==> config.mk <==
export PLATFORM = sky130hd
export DESIGN_NAME = umie_uart
export DESIGN_NICKNAME = d
export VERILOG_FILES = /design/src/verilog/umie_pkg.sv /design/src/verilog/umie_ir_encoder.sv /design/src/verilog/umie_uart.sv
export VERILOG_INCLUDE_DIRS = /design/src /design/src/verilog
export SDC_FILE = /design/constraint.sdc
export NUM_CORES = 1
export LEC_CHECK = 0
export ABC_AREA = 1
export BUFFER_PORTS_ARGS = -buffer_cell sky130_fd_sc_hd__buf_2
export CAP_MARGIN = 15
export CORE_ASPECT_RATIO = 1.25
export CORE_UTILIZATION = 60
export CTS_CLUSTER_SIZE = 16
export DETAILED_ROUTE_END_ITERATION = 8
export PLACE_DENSITY = 0.78
export SLEW_MARGIN = 20
export SYNTH_ARGS = -nofsm -noshare
export SYNTH_HDL_FRONTEND = slang
export SYNTH_SLANG_ARGS = --single-unit
==> constraint.sdc <==
create_clock -name CLK_SYS -period 3.6 [get_ports CLK_SYS]
set_input_delay 0.72 -clock CLK_SYS [delete_from_list [all_inputs] [get_ports CLK_SYS]]
set_output_delay 0.72 -clock CLK_SYS [all_outputs]
set_load 0.005 [all_outputs]
==> src/verilog/umie_consts.svh <==
// Purpose: Register offsets, field positions, reset values and timing counts
// Assumes: Byte-wide register port, 12-bit address
// Notes: Shared by the serial core and the infrared encoder
`ifndef UMIE_CONSTS_SVH
`define UMIE_CONSTS_SVH

`define UMIE_OFS_DATA 12'hf40
`define UMIE_OFS_STAT 12'hf41
`define UMIE_OFS_CTL0 12'hf42
`define UMIE_OFS_CTL1 12'hf43
`define UMIE_OFS_ADDR 12'hf44
`define UMIE_OFS_BRH 12'hf46
`define UMIE_OFS_BRL 12'hf47

`define UMIE_C0_TEN 7
`define UMIE_C0_REN 6
`define UMIE_C0_PEN 4
`define UMIE_C0_PSEL 3
`define UMIE_C1_MPMD1 7
`define UMIE_C1_MULTIDROP_ENABLE 6
`define UMIE_C1_MPMD0 5
`define UMIE_C1_MPBT 4
`define UMIE_C1_RDAIRQ 3
`define UMIE_C1_IREN 1

`define UMIE_ST_RDA 7
`define UMIE_ST_PE 6
`define UMIE_ST_OE 5
`define UMIE_ST_FE 4
`define UMIE_ST_TDRE 2
`define UMIE_ST_TXE 1
`define UMIE_ST_MPRX 0

`define UMIE_BRG_RESET 16'h0001
`define UMIE_OVERSAMPLE 5'h10
`define UMIE_IR_LOW1 4'h7
`define UMIE_IR_HIGH 4'h3

`endif

==> src/verilog/umie_pkg.sv <==
// Purpose: Types shared by the serial core
// Assumes: Constants come from umie_consts.svh
// Notes: State codes are one-hot
package umie_pkg;
  typedef enum logic [3:0] {
    UMIE_TX_IDLE = 4'h1,
    UMIE_TX_START = 4'h2,
    UMIE_TX_BITS = 4'h4,
    UMIE_TX_STOP = 4'h8
  } umie_tx_e;
  typedef enum logic [3:0] {
    UMIE_RX_IDLE = 4'h1,
    UMIE_RX_START = 4'h2,
    UMIE_RX_BITS = 4'h4,
    UMIE_RX_STOP = 4'h8
  } umie_rx_e;
  typedef logic [7:0] umie_byte_t;
endpackage : umie_pkg

==> src/verilog/umie_ir_encoder.sv <==
// Purpose: Reshapes each serial bit into a 16-tick infrared pulse pattern
// Assumes: Tick is the baud clock at sixteen times the bit rate
// Notes: Bit frame aligned to the transmitter's tick phase
`timescale 1ns/1ps
`default_nettype none
`include "umie_consts.svh"
module umie_ir_encoder (
  input wire logic clk,
  input wire logic rst,
  input wire logic ce,
  input wire logic en,
  input wire logic tick,
  input wire logic bit_start,
  input wire logic txd,
  output logic pulse
);
  logic [3:0] phase_ff, nxt_phase;
  logic pulse_ff, nxt_pulse;

  always_comb begin
    nxt_phase = phase_ff;
    nxt_pulse = pulse_ff;
    if (!en) begin
      nxt_phase = 4'h0;
      nxt_pulse = 1'b0;
    end else if (tick) begin
      nxt_phase = bit_start ? 4'h0 : phase_ff + 4'h1;
      // zero makes 7 low, 3 high, 6 low
      nxt_pulse = !txd && (nxt_phase >= `UMIE_IR_LOW1) &&
                  (nxt_phase < (`UMIE_IR_LOW1 + `UMIE_IR_HIGH));
    end
  end

  always_ff @(posedge clk) begin
    if (rst) begin
      phase_ff <= 4'h0;
      pulse_ff <= 1'b0;
    end else if (ce) begin
      phase_ff <= nxt_phase;
      pulse_ff <= nxt_pulse;
    end
  end

  assign pulse = pulse_ff;
endmodule : umie_ir_encoder
`default_nettype wire

==> src/verilog/umie_uart.sv <==
// Purpose: Serial port with multidrop matching and infrared transmit encoder
// Assumes: Register port strobes are one cycle, read data valid next cycle
// Notes: 9-bit mode carries the address flag as the ninth bit
//
// The address-and-strobe port was chosen for this implementation.
`timescale 1ns/1ps
`default_nettype none
`include "umie_consts.svh"
// Behaviour
// - Transmit write and receive read share one register address
// - Byte written is shifted out on the serial output pin
// - Each received byte that passes the multidrop address filter is stored for software to read
// - Upper match select bit compares address bytes with node address
// - With comparison active, data available only after a matching address
// - Receive interrupt reports new data and receive errors
// - Software picks interrupt on data and errors, or errors only
// - Multidrop enable gives 9-bit mode; match select picks the scheme
// - Receiver enable bit enables reception
// - Infrared output built from serial output and baud clock
// - Each infrared bit lasts sixteen baud clocks
// - A one bit keeps the infrared output low throughout
// - A zero bit is low 7, high 3, low 6 clocks
// - With encoder on, the infrared pulse drives the transmit pin
// - Encoder works only while the serial port is enabled
// - Infrared bit rate is clock over sixteen times divisor
module umie_uart
  import umie_pkg::*;
(
  input wire logic CLK_SYS,
  input wire logic RST,
  input wire logic CE,
  input wire logic [11:0] ADDR,
  input wire logic [7:0] WDATA,
  input wire logic WR,
  input wire logic RD,
  output logic [7:0] RDATA,
  input wire logic SERIAL_IN_PIN,
  output logic SERIAL_OUT_PIN,
  output logic RX_IRQ
);
  import umie_pkg::*;

  logic [7:0] ctl0_ff, nxt_ctl0, ctl1_ff, nxt_ctl1, node_addr_ff, nxt_node_addr;
  logic [15:0] brg_ff, nxt_brg, brg_cnt_ff, nxt_brg_cnt;
  logic tick;
  logic [7:0] rdata_ff, nxt_rdata;
  logic out_ff, nxt_out;
  logic irq_ff, nxt_irq;
  // Transmit
  umie_tx_e tx_st_ff, nxt_tx_st;
  umie_byte_t tx_hold_ff, nxt_tx_hold, tx_sh_ff, nxt_tx_sh;
  logic tx_full_ff, nxt_tx_full, tx_nine_ff, nxt_tx_nine, tx_par_ff, nxt_tx_par;
  logic [3:0] tx_ph_ff, nxt_tx_ph, tx_bit_ff, nxt_tx_bit;
  logic txd_ff, nxt_txd, bit_start_ff, nxt_bit_start;
  // Receive
  umie_rx_e rx_st_ff, nxt_rx_st;
  umie_byte_t rx_sh_ff, nxt_rx_sh, rx_hold_ff, nxt_rx_hold;
  logic [3:0] rx_ph_ff, nxt_rx_ph, rx_bit_ff, nxt_rx_bit;
  logic rx_nine_ff, nxt_rx_nine, rx_par_ff, nxt_rx_par;
  logic rda_ff, nxt_rda, pe_ff, nxt_pe, oe_ff, nxt_oe, fe_ff, nxt_fe;
  logic mprx_ff, nxt_mprx, matched_ff, nxt_matched;
  logic rx_s1_ff, rx_s2_ff;
  logic ir_pulse;

  // Register address decode used by read and write paths
  function automatic logic hit(input logic [11:0] a, input logic [11:0] ofs);
    hit = (a == ofs);
  endfunction : hit

  logic port_en, mp_en, ir_en, extra_bit, data_done, rx_error, rx_accept;
  logic [7:0] status;
  assign port_en = ctl0_ff[`UMIE_C0_TEN] | ctl0_ff[`UMIE_C0_REN];
  assign mp_en = ctl1_ff[`UMIE_C1_MULTIDROP_ENABLE];
  assign ir_en = ctl1_ff[`UMIE_C1_IREN] & port_en;
  assign extra_bit = mp_en | ctl0_ff[`UMIE_C0_PEN];
  assign status = {rda_ff, pe_ff, oe_ff, fe_ff, 1'b0, !tx_full_ff,
                   (tx_st_ff == UMIE_TX_IDLE) && !tx_full_ff, mprx_ff};

  // Baud generator and registers
  always_comb begin
    nxt_ctl0 = ctl0_ff;
    nxt_ctl1 = ctl1_ff;
    nxt_node_addr = node_addr_ff;
    nxt_brg = brg_ff;
    nxt_rdata = 8'h00;
    // tick every divisor clocks, bit every 16 ticks
    tick = (brg_cnt_ff <= 16'h0001);
    nxt_brg_cnt = tick ? brg_ff : brg_cnt_ff - 16'h0001;
    if (WR) begin
      if (hit(ADDR, `UMIE_OFS_CTL0)) nxt_ctl0 = WDATA;
      if (hit(ADDR, `UMIE_OFS_CTL1)) nxt_ctl1 = WDATA;
      if (hit(ADDR, `UMIE_OFS_ADDR)) nxt_node_addr = WDATA;
      if (hit(ADDR, `UMIE_OFS_BRH)) nxt_brg = {WDATA, brg_ff[7:0]};
      if (hit(ADDR, `UMIE_OFS_BRL)) nxt_brg = {brg_ff[15:8], WDATA};
    end
    if (RD) begin
      if (hit(ADDR, `UMIE_OFS_DATA)) nxt_rdata = rx_hold_ff;
      if (hit(ADDR, `UMIE_OFS_STAT)) nxt_rdata = status;
      if (hit(ADDR, `UMIE_OFS_CTL0)) nxt_rdata = ctl0_ff;
      if (hit(ADDR, `UMIE_OFS_CTL1)) nxt_rdata = ctl1_ff;
      if (hit(ADDR, `UMIE_OFS_ADDR)) nxt_rdata = node_addr_ff;
      if (hit(ADDR, `UMIE_OFS_BRH)) nxt_rdata = brg_ff[15:8];
      if (hit(ADDR, `UMIE_OFS_BRL)) nxt_rdata = brg_ff[7:0];
    end
  end

  // Transmitter
  always_comb begin
    nxt_tx_st = tx_st_ff;
    nxt_tx_hold = tx_hold_ff;
    nxt_tx_sh = tx_sh_ff;
    nxt_tx_full = tx_full_ff;
    nxt_tx_nine = tx_nine_ff;
    nxt_tx_par = tx_par_ff;
    nxt_tx_ph = tx_ph_ff;
    nxt_tx_bit = tx_bit_ff;
    nxt_txd = txd_ff;
    nxt_bit_start = 1'b0;
    if (WR && hit(ADDR, `UMIE_OFS_DATA)) begin
      nxt_tx_hold = WDATA;
      nxt_tx_full = 1'b1;
    end
    if (tick) begin
      nxt_tx_ph = tx_ph_ff + 4'h1;
      nxt_bit_start = (tx_ph_ff == 4'hf);
    end
    case (tx_st_ff)
      UMIE_TX_IDLE: begin
        nxt_txd = 1'b1;
        if (tx_full_ff && ctl0_ff[`UMIE_C0_TEN] && tick && tx_ph_ff == 4'hf) begin
          nxt_tx_sh = tx_hold_ff;
          nxt_tx_full = WR && hit(ADDR, `UMIE_OFS_DATA);
          nxt_tx_nine = mp_en ? ctl1_ff[`UMIE_C1_MPBT] : ^{tx_hold_ff, ctl0_ff[`UMIE_C0_PSEL]};
          nxt_txd = 1'b0;
          nxt_tx_st = UMIE_TX_START;
        end
      end
      UMIE_TX_START: if (tick && tx_ph_ff == 4'hf) begin
        nxt_tx_bit = 4'h0;
        nxt_txd = tx_sh_ff[0];
        nxt_tx_st = UMIE_TX_BITS;
      end
      UMIE_TX_BITS: if (tick && tx_ph_ff == 4'hf) begin
        nxt_tx_bit = tx_bit_ff + 4'h1;
        nxt_tx_sh = {1'b0, tx_sh_ff[7:1]};
        if (tx_bit_ff == 4'h7 && extra_bit) nxt_txd = tx_nine_ff;
        else if (tx_bit_ff >= 4'h7) begin
          nxt_txd = 1'b1;
          nxt_tx_st = UMIE_TX_STOP;
        end else nxt_txd = tx_sh_ff[1];
      end
      UMIE_TX_STOP: if (tick && tx_ph_ff == 4'hf) nxt_tx_st = UMIE_TX_IDLE;
      default: nxt_tx_st = UMIE_TX_IDLE;
    endcase
    nxt_tx_par = 1'b0;
  end

  // Receiver
  always_comb begin
    nxt_rx_st = rx_st_ff;
    nxt_rx_sh = rx_sh_ff;
    nxt_rx_hold = rx_hold_ff;
    nxt_rx_ph = rx_ph_ff;
    nxt_rx_bit = rx_bit_ff;
    nxt_rx_nine = rx_nine_ff;
    nxt_rx_par = rx_par_ff;
    nxt_rda = rda_ff;
    nxt_pe = pe_ff;
    nxt_oe = oe_ff;
    nxt_fe = fe_ff;
    nxt_mprx = mprx_ff;
    nxt_matched = matched_ff;
    data_done = 1'b0;
    rx_accept = 1'b0;
    // Reading data clears data flag and errors; a new event wins below
    if (RD && hit(ADDR, `UMIE_OFS_DATA)) begin
      nxt_rda = 1'b0;
      nxt_pe = 1'b0;
      nxt_oe = 1'b0;
      nxt_fe = 1'b0;
    end
    if (tick) nxt_rx_ph = rx_ph_ff + 4'h1;
    case (rx_st_ff)
      UMIE_RX_IDLE: begin
        if (tick && ctl0_ff[`UMIE_C0_REN] && !rx_s2_ff) begin
          nxt_rx_ph = 4'h1;
          nxt_rx_st = UMIE_RX_START;
        end
      end
      UMIE_RX_START: if (tick && rx_ph_ff == 4'h7) begin
        nxt_rx_ph = 4'h8;
        nxt_rx_bit = 4'h0;
        nxt_rx_st = rx_s2_ff ? UMIE_RX_IDLE : UMIE_RX_BITS;
      end
      UMIE_RX_BITS: if (tick && rx_ph_ff == 4'h7) begin
        nxt_rx_bit = rx_bit_ff + 4'h1;
        if (rx_bit_ff < 4'h8) nxt_rx_sh = {rx_s2_ff, rx_sh_ff[7:1]};
        else nxt_rx_nine = rx_s2_ff;
        if (rx_bit_ff == (extra_bit ? 4'h8 : 4'h7)) nxt_rx_st = UMIE_RX_STOP;
      end
      UMIE_RX_STOP: if (tick && rx_ph_ff == 4'h7) begin
        nxt_rx_st = UMIE_RX_IDLE;
        data_done = 1'b1;
      end
      default: nxt_rx_st = UMIE_RX_IDLE;
    endcase
    if (data_done) begin
      // address bytes compared when upper select set
      if (mp_en && rx_nine_ff) begin
        nxt_matched = !ctl1_ff[`UMIE_C1_MPMD1] || (rx_sh_ff == node_addr_ff);
        rx_accept = !ctl1_ff[`UMIE_C1_MPMD0] && nxt_matched;
      end else begin
        // with comparison active, data only passes after a match
        rx_accept = !(mp_en && ctl1_ff[`UMIE_C1_MPMD1]) || matched_ff;
      end
      if (rx_accept) begin
        nxt_rx_hold = rx_sh_ff;
        nxt_mprx = rx_nine_ff;
        nxt_rda = 1'b1;
        nxt_oe = rda_ff && !(RD && hit(ADDR, `UMIE_OFS_DATA));
        nxt_fe = !rx_s2_ff;
        nxt_pe = !mp_en && ctl0_ff[`UMIE_C0_PEN] &&
                 (^{rx_sh_ff, rx_nine_ff, ctl0_ff[`UMIE_C0_PSEL]});
      end
    end
    nxt_rx_par = 1'b0;
  end

  assign rx_error = nxt_pe | nxt_oe | nxt_fe;
  always_comb begin
    nxt_irq = rx_error | (nxt_rda & !ctl1_ff[`UMIE_C1_RDAIRQ]);
    nxt_out = ir_en ? ir_pulse : txd_ff;
  end

  // encoder fed by serial output and baud tick
  umie_ir_encoder u_ir (
    .clk(CLK_SYS),
    .rst(RST),
    .ce(CE),
    .en(ir_en),
    .tick(tick),
    .bit_start(nxt_bit_start),
    .txd(nxt_txd),
    .pulse(ir_pulse)
  );

  always_ff @(posedge CLK_SYS) begin
    if (RST) begin
      ctl0_ff <= 8'h00;
      ctl1_ff <= 8'h00;
      node_addr_ff <= 8'h00;
      brg_ff <= `UMIE_BRG_RESET;
      brg_cnt_ff <= `UMIE_BRG_RESET;
      rdata_ff <= 8'h00;
      out_ff <= 1'b1;
      irq_ff <= 1'b0;
      tx_st_ff <= UMIE_TX_IDLE;
      tx_hold_ff <= 8'h00;
      tx_sh_ff <= 8'h00;
      tx_full_ff <= 1'b0;
      tx_nine_ff <= 1'b0;
      tx_par_ff <= 1'b0;
      tx_ph_ff <= 4'h0;
      tx_bit_ff <= 4'h0;
      txd_ff <= 1'b1;
      bit_start_ff <= 1'b0;
      rx_st_ff <= UMIE_RX_IDLE;
      rx_sh_ff <= 8'h00;
      rx_hold_ff <= 8'h00;
      rx_ph_ff <= 4'h0;
      rx_bit_ff <= 4'h0;
      rx_nine_ff <= 1'b0;
      rx_par_ff <= 1'b0;
      rda_ff <= 1'b0;
      pe_ff <= 1'b0;
      oe_ff <= 1'b0;
      fe_ff <= 1'b0;
      mprx_ff <= 1'b0;
      matched_ff <= 1'b0;
      rx_s1_ff <= 1'b1;
      rx_s2_ff <= 1'b1;
    end else if (CE) begin
      ctl0_ff <= nxt_ctl0;
      ctl1_ff <= nxt_ctl1;
      node_addr_ff <= nxt_node_addr;
      brg_ff <= nxt_brg;
      brg_cnt_ff <= nxt_brg_cnt;
      rdata_ff <= nxt_rdata;
      out_ff <= nxt_out;
      irq_ff <= nxt_irq;
      tx_st_ff <= nxt_tx_st;
      tx_hold_ff <= nxt_tx_hold;
      tx_sh_ff <= nxt_tx_sh;
      tx_full_ff <= nxt_tx_full;
      tx_nine_ff <= nxt_tx_nine;
      tx_par_ff <= nxt_tx_par;
      tx_ph_ff <= nxt_tx_ph;
      tx_bit_ff <= nxt_tx_bit;
      txd_ff <= nxt_txd;
      bit_start_ff <= nxt_bit_start;
      rx_st_ff <= nxt_rx_st;
      rx_sh_ff <= nxt_rx_sh;
      rx_hold_ff <= nxt_rx_hold;
      rx_ph_ff <= nxt_rx_ph;
      rx_bit_ff <= nxt_rx_bit;
      rx_nine_ff <= nxt_rx_nine;
      rx_par_ff <= nxt_rx_par;
      rda_ff <= nxt_rda;
      pe_ff <= nxt_pe;
      oe_ff <= nxt_oe;
      fe_ff <= nxt_fe;
      mprx_ff <= nxt_mprx;
      matched_ff <= nxt_matched;
      rx_s1_ff <= SERIAL_IN_PIN;
      rx_s2_ff <= rx_s1_ff;
    end
  end

  assign RDATA = rdata_ff;
  assign SERIAL_OUT_PIN = out_ff;
  assign RX_IRQ = irq_ff;
endmodule : umie_uart
`default_nettype wire
**Yosys cells after proc, flatten, opt, wreduce, memory -nomap -nowiden**

Cells that the tools add are included.

- Add/subtract/negate cells: 6
- Order comparisons: 5
- Eq/ne operators: 32
- Mux-type cells: 71
- Bitwise logic cells: 9
- Reductions and logical operators: 53

Operator list:

| cell | count |
|---|---|
| 2-to-1 mux 4 bit | 22 |
| 2-to-1 mux 8 bit | 11 |
| equality test 12 bit, second input constant | 7 |
| case mux 4 bit (4 select lines) | 2 |
| 2-to-1 mux 1 bit | 29 |
| case mux 4 bit (2 select lines) | 3 |
| AND reduction 4 bit | 6 |
| != test 2 bit, second input constant | 11 |
| AND reduction 3 bit | 7 |
| adder 4 x 1 -> 4 bit, second input constant | 5 |
| logical AND 1 bit | 19 |
| equality test 4 x 3 -> 1 bit, second input constant | 4 |
| <= comparator 16 x 1 -> 1 bit, second input constant | 1 |
| 2-to-1 mux 16 bit | 1 |
| case mux 8 bit (2 select lines) | 1 |
| subtractor 16 x 1 -> 16 bit, second input constant | 1 |
| equality test 4 bit, second input constant | 3 |
| parity 10 bit | 1 |
| logical NOT 1 bit | 9 |
| parity 9 bit | 1 |
| equality test 4 x 1 -> 1 bit, second input constant | 2 |
| equality test 4 x 2 -> 1 bit, second input constant | 2 |
| equality test 8 bit | 1 |
| greater-or-equal comparator 4 x 3 -> 1 bit, second input constant | 2 |
| other kinds (13) | 25 |

- Flip-flop bits (word level): 139
- Input port bits: 26
- Output and inout bits: 10

**Logic depth before layout (Yosys ltp)**

Gate-level depths: netlist of run 1.

- Depth in word-level cells: 10
- Gate-level depth with buffers: 16
- Mapped depth without buffers: 16

**Modules after synthesis**

Synthesis of run 1 repeated with hierarchy kept, for this count alone.

- Cells, all modules: 1005
- Area, all modules: 7131.8 µm²

Modules (own cells, without submodules):

| module | instances | cells an instance | area each (µm²) | sequential area each (µm²) |
|---|---|---|---|---|
| umie_uart | 1 | 959 | 6826.5 | 2682.6 |
| umie_ir_encoder | 1 | 46 | 305.3 | 100.1 |

**Least setup slack after synthesis of run 1**

Ideal clock, no wire load.

- Kind: in2reg
- Start point: in ADDR[5]
- End point: reg brg_ff[7]
- Data arrival time: 1.945 ns
- Data required time: 3.481 ns
- Path slack: 1.535 ns
- Cell stages on the path: 7
- Path buffers: 1
- Path through: nor2_1 nand4_2 nor4_4 nand2_1 buf_2 o21ai_0 a21oi_1

- Word-level cells in the longest chain between the ends: 2

Ends and longest elaborated chain:

| element | line | text |
|---|---|---|
| start: declaration | umie_uart.sv:32 | `input wire logic [11:0] ADDR,` |
| equality test 12 bit | umie_uart.sv:67 | `hit = (a == ofs);` |
| AND reduction 3 bit (no source line) | -- |  |
| end signal: assignment | umie_uart.sv:252 | `` brg_ff <= `UMIE_BRG_RESET; `` |
| end signal: assignment | umie_uart.sv:286 | `brg_ff <= nxt_brg;` |
| end: declaration | umie_uart.sv:44 | `logic [15:0] brg_ff, nxt_brg, brg_cnt_ff, nxt_brg_cnt;` |

Every way passes these cells.
A chain may end at the register's enable or synchronous reset.

**Worst setup path in the final report of run 1**

- Start point: reg brg_cnt_ff[0]
- End point: reg irq_ff, in the netlist RX_IRQ

- Word-level cells in the longest chain between the ends: 8

Ends and longest elaborated chain:

| element | line | text |
|---|---|---|
| start: declaration | umie_uart.sv:44 |  |
| start signal: assignment | umie_uart.sv:253 | `` brg_cnt_ff <= `UMIE_BRG_RESET; `` |
| start signal: assignment | umie_uart.sv:287 | `brg_cnt_ff <= nxt_brg_cnt;` |
| <= comparator 16 x 1 -> 1 bit (*) | umie_uart.sv:87 | `tick = (brg_cnt_ff <= 16'h0001);` |
| logical AND 1 bit (*) | umie_uart.sv:201 | `UMIE_RX_STOP: if (tick && rx_ph_ff == 4'h7) begin` |
| 2-to-1 mux 1 bit (*) | umie_uart.sv:201 |  |
| 2-to-1 mux 1 bit (*) | umie_uart.sv:183 | `case (rx_st_ff)` |
| 2-to-1 mux 1 bit | umie_uart.sv:207 | `if (data_done) begin` |
| OR 1 bit (2 in a row) | umie_uart.sv:229 | `assign rx_error = nxt_pe \| nxt_oe \| nxt_fe;` |
| OR 1 bit (*) | umie_uart.sv:231 | `` nxt_irq = rx_error \| (nxt_rda & !ctl1_ff[`UMIE_C1_RDAIRQ]); `` |
| end signal: assignment | umie_uart.sv:290 | `irq_ff <= nxt_irq;` |
| end: declaration | umie_uart.sv:48 | `logic irq_ff, nxt_irq;` |

Every way passes the cells marked *; elsewhere a longest branch is shown, timed or not.

==> impl_metrics.json, run 1 <==
{
  "use_met1_pct": 36.8,
  "drcViolationCount": 0,
  "power_density_nw_per_um2": 605,
  "synth_cells": 983,
  "hold_violations": 0,
  "worstPathMaxFanout": 20,
  "grt.busiest_layer": "met2",
  "core_region_area_sq_um": 11600,
  "cts_resized": 0,
  "grt_start_max_net_pins": 69,
  "antenna_found_initial": 0,
  "period_needed_ns": 2.46,
  "hold_class": "reg2reg",
  "crit_required_ns": 3.92,
  "gp_congestion": 0.875,
  "overflow": 0,
  "max_freq_mhz": 406,
  "dpl-instance-area_sq_um": 7370,
  "slew_headroom_pct": 42.7,
  "drt-total-wl_microns": 18100,
  "yosysSeqAreaShare_pct": 39.0,
  "layout.nets": 1039,
  "drive_gt1_share_pct": 12.8,
  "area_growth_pct": 12.0,
  "dieWidth_microns": 99.5,
  "diodes": 0,
  "use_met3_pct": 5.84,
  "avgSynthCellArea_sq_um": 7.26,
  "fill_cells": 994,
  "tns_ns": 0,
  "clockRootBuffer": "clkbuf_16",
  "cap_violations": 0,
  "path_class": "reg2reg",
  "fp.dieArea_sq_um": 12300,
  "clock_latency_ns": 0.42,
  "cts_setup_buffers": 0,
  "yosys-top-cells-area": "dfxtp_1, nand2_1, a21oi_1, o21ai_0, inv_1",
  "maxSlewViolCount": 0,
  "setup_viol": 0,
  "clk_path_buf_depth": 2,
  "tritoncts": "yes",
  "yosys.area.top_type": "dfxtp_1",
  "skew_ns": 0.00997,
  "r2r_slack_ns": 1.14,
  "drtIter0Drc": 496,
  "dr.pass1.iters": 8,
  "synth_nets": 1016,
  "postLayoutCellArea_sq_um": 7990,
  "cp-start-kind": "flip-flop",
  "vias_per_cell": 5.63,
  "fin_crit_sh_pct": 68.4,
  "synth_top_cell_area_share_pct": 39.0,
  "netlist_area_sq_um": 7130,
  "synthFlopType": "dfxtp_1",
  "cp_top_family": "simple AND/OR/NAND/NOR gates",
  "ys_ff_latch": 139,
  "rows": 44,
  "htreeDepth": 4,
  "portBuffers": 35,
  "wl_per_cell_microns": 15.3,
  "ant_nets": 0,
  "synth-edff-count": 0,
  "met2_usage_pct": 51.6,
  "cp_slowest_cell": "dfxtp_1",
  "irDropWorstVdd_mv": 0.313,
  "post-dp-hpwl_microns": 12700,
  "cts.clk_slew.worst_paths_ns": 0.06,
  "cts_sinks": 139,
  "critical-path-max-stage-delay_ns": 0.43,
  "synthTopCellsByCount": "nand2_1, dfxtp_1, a21oi_1, inv_1, o21ai_0",
  "vias": 6649,
  "grt_use_total_pct": 30.4,
  "path_cells": "inv_1 > ha_1 > o21ai_1 > nor2_2 > nand2_2 > clkinv_4 > nand4_4 > inv_2 > nand3_1 > nor2_1 > nor2_1 > nand3_1 > nand2_1 > inv_1",
  "cts_hold_buf": 0,
  "async_flop_share_pct": 0,
  "cts_made_buffers": 17,
  "cp-end-kind": "flip-flop",
  "grt_pass1_wl_microns": 29100,
  "tightestPinTransition_ns": 0.857,
  "die_h_microns": 124,
  "num_io_pins": 36,
  "grt_pass1_vias": 6061,
  "ys_types": 53,
  "rsz0062_at_grt": "false",
  "p_leak_nw": 3.35,
  "ys_warn_count": 0,
  "arrival_ns": 2.78,
  "cp_num_buf_inv": 4,
  "synthMostInstantiatedCell": "nand2_1",
  "status": "finished, final reports clean",
  "initial_core_util_pct": 61.4
}
-- through the flow --
stage                     power [mW]  setup slack (ns)  hold WS (ns)  cells  utilization (%)
after floorplan                 2.82              1.54         0.429    983                -
after global placement          3.01              1.13         0.446   1148             63.5
after detailed placement        3.03              1.11         0.448   1148             63.5
after CTS                       4.84              1.16         0.462   1180             68.8
after global routing            5.08             0.913         0.482   1180             68.8
final                           4.84              1.14         0.460   1180             68.8
-- power by group --
part	leakage, nW	switching (mW)	total (mW)	internal (mW)
Sequential	1.13	0.112	1.79	1.68
Combinational	1.94	0.808	1.23	0.421
Clock	0.283	0.713	1.81	1.10
Total	3.35	1.63	4.84	3.20
-- registers in the layout, indices dropped and copies added (netlist names), 8 cells and up --
| name | count |
|---|---|
| tx_hold_ff | 8 |
| brg_ff | 16 |
| rx_hold_ff | 8 |
| ctl0_ff | 8 |
| tx_sh_ff | 8 |
| RDATA | 8 |
| rx_sh_ff | 8 |
| ctl1_ff | 8 |
| brg_cnt_ff | 16 |
| node_addr_ff | 8 |
-- worst min-delay path, cell delays in order, from the launching register on --
cell and delay [ns]:
dfxtp_1 0.32, nand2_1 0.05, nand3_1 0.05
-- metal layers --
layer,share of wire [%],up-vias,routed length [microns]
li1,-,3346,-
met1,44,3036,7890
met2,48,218,8660
met3,5.1,49,915
met4,3.4,0,623
met5,0,-,0
-- final cells by class --
class                   instances  area [sq um]  area share, %
clock inverters                15           189           2.37
well taps                     161           201           2.52
clock buffers                  17           425           5.33
repair buffers                 40           213           2.66
inverters                     114           433           5.42
flip-flops and latches        139          2780           34.8
multi-input cells             694          3740           46.9
-- cell usage in the layout (no fill, tap or decap), types with 4 or more instances in the layout --
cell / netlist / final
a211oi_1: 11 / 11
a211oi_2: 8 / 8
a21oi_1: 127 / 127
a31oi_1: 4 / 4
buf_2: 8 / 35
buf_4: 2 / 5
clkbuf_16: 0 / 17
clkinv_4: 1 / 4
clkinvlp_4: 0 / 5
dfxtp_1: 139 / 139
ha_1: 7 / 7
inv_1: 108 / 108
inv_2: 5 / 5
inv_6: 0 / 4
nand2_1: 185 / 185
nand3_1: 27 / 27
nand4_1: 14 / 14
nor2_1: 80 / 80
nor2_2: 7 / 7
nor2_4: 5 / 5
nor3_1: 20 / 20
o211ai_1: 11 / 11
o21ai_0: 97 / 97
o21ai_1: 9 / 9
xnor2_1: 14 / 14
xor2_1: 15 / 15
-- worst paths after layout --
check                                           startpoint                    end  depth (start not counted)
worst max-delay path            brg_cnt_ff[0]$_SDFFE_PP1P_    RX_IRQ$_SDFFE_PP0P_                         14
worst min-delay path                 rx_s1_ff$_SDFFE_PP1P_  rx_s1_ff$_SDFFE_PP1P_                          2
worst max register to register  brg_cnt_ff[0]$_SDFFE_PP1P_    RX_IRQ$_SDFFE_PP0P_                         14
worst min register to register       rx_s1_ff$_SDFFE_PP1P_  rx_s1_ff$_SDFFE_PP1P_                          2
-- cells by family (layout without fill, tap and decap cells) --
logic type      count (synthesis)  in the layout  share of synthesized area [%]
xor+xnor                       29             29                           3.56
fa+ha+maj                       7              7                           1.23
buf+inv                       150            186                           8.52
compound gates                290            290                           23.2
simple gates                  368            368                           24.5
flops                         139            139                           39.0
(Power assumes the default switching activity.)
==> run 2: changes to the inputs <==
--- a/config.mk
+++ b/config.mk
@@ -6,7 +6,7 @@
 export SDC_FILE = /design/constraint.sdc
 export NUM_CORES = 1
 export LEC_CHECK = 0
-export ABC_AREA = 1
+export ABC_AREA = 0
 export BUFFER_PORTS_ARGS = -buffer_cell sky130_fd_sc_hd__buf_2
 export CAP_MARGIN = 15
 export CORE_ASPECT_RATIO = 1.25
==> constraint.sdc (replaced) <==
create_clock -name CLK_SYS -period 2.5 [get_ports CLK_SYS]
set_input_delay 0.5 -clock CLK_SYS [delete_from_list [all_inputs] [get_ports CLK_SYS]]
set_output_delay 0.5 -clock CLK_SYS [all_outputs]
set_load 0.005 [all_outputs]
==> impl_metrics.json, run 2 <==
{
  "area_growth_pct": 13.9,
  "cts_sinks": 139,
  "internal-power_mw": 4.44,
  "seqPwrFrac_pct": 37.6,
  "biggestRegsByFlops": "brg_cnt_ff x16, brg_ff x16",
  "synth_top_cell_area_share_pct": 38.4,
  "crit_required_ns": 2.86,
  "avgSynthCellArea_sq_um": 8.22,
  "drtIter0Drc": 445,
  "fin_crit_sh_pct": 92.7,
  "cts.clk_slew.worst_paths_ns": 0.06,
  "hold_class": "in2reg",
  "skew_ns": 0.00515,
  "period_needed_ns": 2.32,
  "dpl-instance-area_sq_um": 7680,
  "ys_types": 80,
  "cts_resized": 0,
  "pre_cts_slack_ns": 0.0504,
  "max_freq_mhz": 432,
  "fp.dieArea_sq_um": 12500,
  "cp-end-kind": "flip-flop",
  "slew_headroom_pct": 64.5,
  "rsz0062_at_grt": "false",
  "grt_start_max_net_pins": 43,
  "portBuffers": 35,
  "final_common_cell": "nand2_1",
  "critical-path-max-stage-delay_ns": 0.40,
  "drive_gt1_share_pct": 15.2,
  "worstPathMaxFanout": 5,
  "initial_core_util_pct": 62.0,
  "yosysSeqAreaShare_pct": 38.4,
  "layout.nets": 956,
  "postLayoutCellArea_sq_um": 8250,
  "power_density_nw_per_um2": 824,
  "synth_nets": 914,
  "async_flop_share_pct": 0,
  "tightestPinTransition_ns": 0.530,
  "maxSlewViolCount": 0,
  "setup_ws_ns": 0.184,
  "drt-total-wl_microns": 20700,
  "path_cells": "ha_1 > and3b_1 > nor4bb_2 > nand2_1 > nor3_2 > or3b_1 > a21oi_1",
  "grt_pass1_vias": 6635,
  "synth_cells": 881,
  "cts_made_buffers": 17,
  "grt_use_total_pct": 34.3,
  "grt_pass1_wl_microns": 33400,
  "setup_viol": 0,
  "netlist_area_sq_um": 7240,
  "arrival_ns": 2.67,
  "dr.pass1.iters": 5,
  "p_leak_nw": 2.96,
  "synthFlopType": "dfxtp_1",
  "switching_share_pct": 34.7,
  "core_region_area_sq_um": 11700,
  "cp_slowest_cell": "dfxtp_1",
  "cts_setup_buffers": 0,
  "power.net_switching_mw": 2.36,
  "status": "finished, final reports clean",
  "clockRootBuffer": "clkbuf_16",
  "rows": 44,
  "finalNonFillerCells": 1096,
  "irDropWorstVdd_mv": 0.459,
  "htreeDepth": 4,
  "num_io_pins": 36,
  "ys_warn_count": 0,
  "dieWidth_microns": 100,
  "dp_cells": 1065,
  "ys_ff_latch": 139,
  "p_comb_share_pct": 27.3,
  "hold_violations": 0,
  "wl_per_cell_microns": 18.9,
  "synth-edff-count": 0,
  "tns_ns": 0,
  "cts_hold_buf": 0,
  "cp-start-kind": "flip-flop",
  "vias_per_cell": 6.25,
  "die_h_microns": 125,
  "tritoncts": "yes",
  "drcViolationCount": 0,
  "diodes": 0,
  "overflow": 0,
  "ant_nets": 0,
  "post-dp-hpwl_microns": 14900,
  "synthMostInstantiatedCell": "nand2_1",
  "fill_cells": 962,
  "vias": 6854,
  "synthTopCellsByCount": "nand2_1, dfxtp_1, nor2_1, a21oi_1, mux2i_1",
  "clock_power_share_pct": 35.1,
  "gp_congestion": 0.966,
  "path_class": "reg2reg",
  "clock_latency_ns": 0.43,
  "cap_violations": 0,
  "yosys.area.top_type": "dfxtp_1",
  "clk_path_buf_depth": 2,
  "antenna_found_initial": 0,
  "final_cell_mix": "nand2_1, dfxtp_1, nor2_1",
  "yosys-top-cells-area": "dfxtp_1, nand2_1, mux2i_1, a21oi_1, nor2_1"
}
==> run 2: final cells by class <==
| class | count | area (sq um) | share of cell area, % |
|---|---|---|---|
| inverter | 12 | 45.0 | 0.546 |
| tap | 161 | 201 | 2.44 |
| timing repair buffer | 71 | 448 | 5.43 |
| sequential | 139 | 2780 | 33.7 |
| multi-input combinational | 682 | 4210 | 51.1 |
| clock inverter | 8 | 58.8 | 0.713 |
| clock buffer | 23 | 498 | 6.04 |
==> run 2: cell families after synthesis <==
logic type | after synthesis | share of synthesized area [%]
fa+ha+maj | 7 | 1.21
compound gates | 213 | 18.6
mux | 54 | 7.59
simple gates | 373 | 26.2
flops | 139 | 38.4
buf+inv | 60 | 3.53
xor+xnor | 35 | 4.43
==> run 2: stage by stage <==
| step | utilization [%] | total power, mW | hold WS [ns] |
|---|---|---|---|
| after floorplan | - | 3.99 | 0.427 |
| after global placement | 65.8 | 4.31 | 0.436 |
| after detailed placement | 65.8 | 4.37 | 0.446 |
| after CTS | 70.6 | 6.73 | 0.321 |
| after global routing | 70.7 | 7.10 | 0.338 |
| final | 70.7 | 6.79 | 0.313 |
==> run 2: path summary, 6_finish.rpt <==
check | from | end | slack (ns) | depth (start not counted)
worst max-delay path | rx_ph_ff[0]$_SDFFE_PP0P_ | pe_ff$_SDFFE_PP0P_ | 0.18 | 7
worst min-delay path | SERIAL_IN_PIN | rx_s1_ff$_SDFFE_PP1P_ | 0.31 | 3
worst max register to register | rx_ph_ff[0]$_SDFFE_PP0P_ | pe_ff$_SDFFE_PP0P_ | 0.18 | 7
worst min register to register | ctl0_ff[5]$_SDFFE_PP0P_ | ctl0_ff[5]$_SDFFE_PP0P_ | 0.46 | 2
==> run 2: layer usage <==
layer  track usage (%)  up-vias  part of all wire, %
met1              41.1     3229                   39
met2              57.8      313                   50
met5                 0        -                    0
met4              18.0        0                  4.5
li1                  -     3238                    -
met3              6.23       74                  6.4
==> run 2: power by group through the flow <==
stage | Clock (mW) | Combinational [mW] | Sequential [mW]
global route | 2.50 | 2.02 | 2.58
CTS | 2.39 | 1.81 | 2.54
detailed placement | 0 | 1.79 | 2.58
floorplan | 0 | 1.46 | 2.52
finish | 2.39 | 1.85 | 2.55
global placement | 0 | 1.74 | 2.57
==> run 2: worst max-delay path: cells and delay by family, from the launching register on <==
| family | cells | cell delay [ns] |
|---|---|---|
| simple gates | 5 | 1.41 |
| flops | 1 | 0.40 |
| fa+ha+maj | 1 | 0.27 |
| compound gates | 1 | 0.15 |
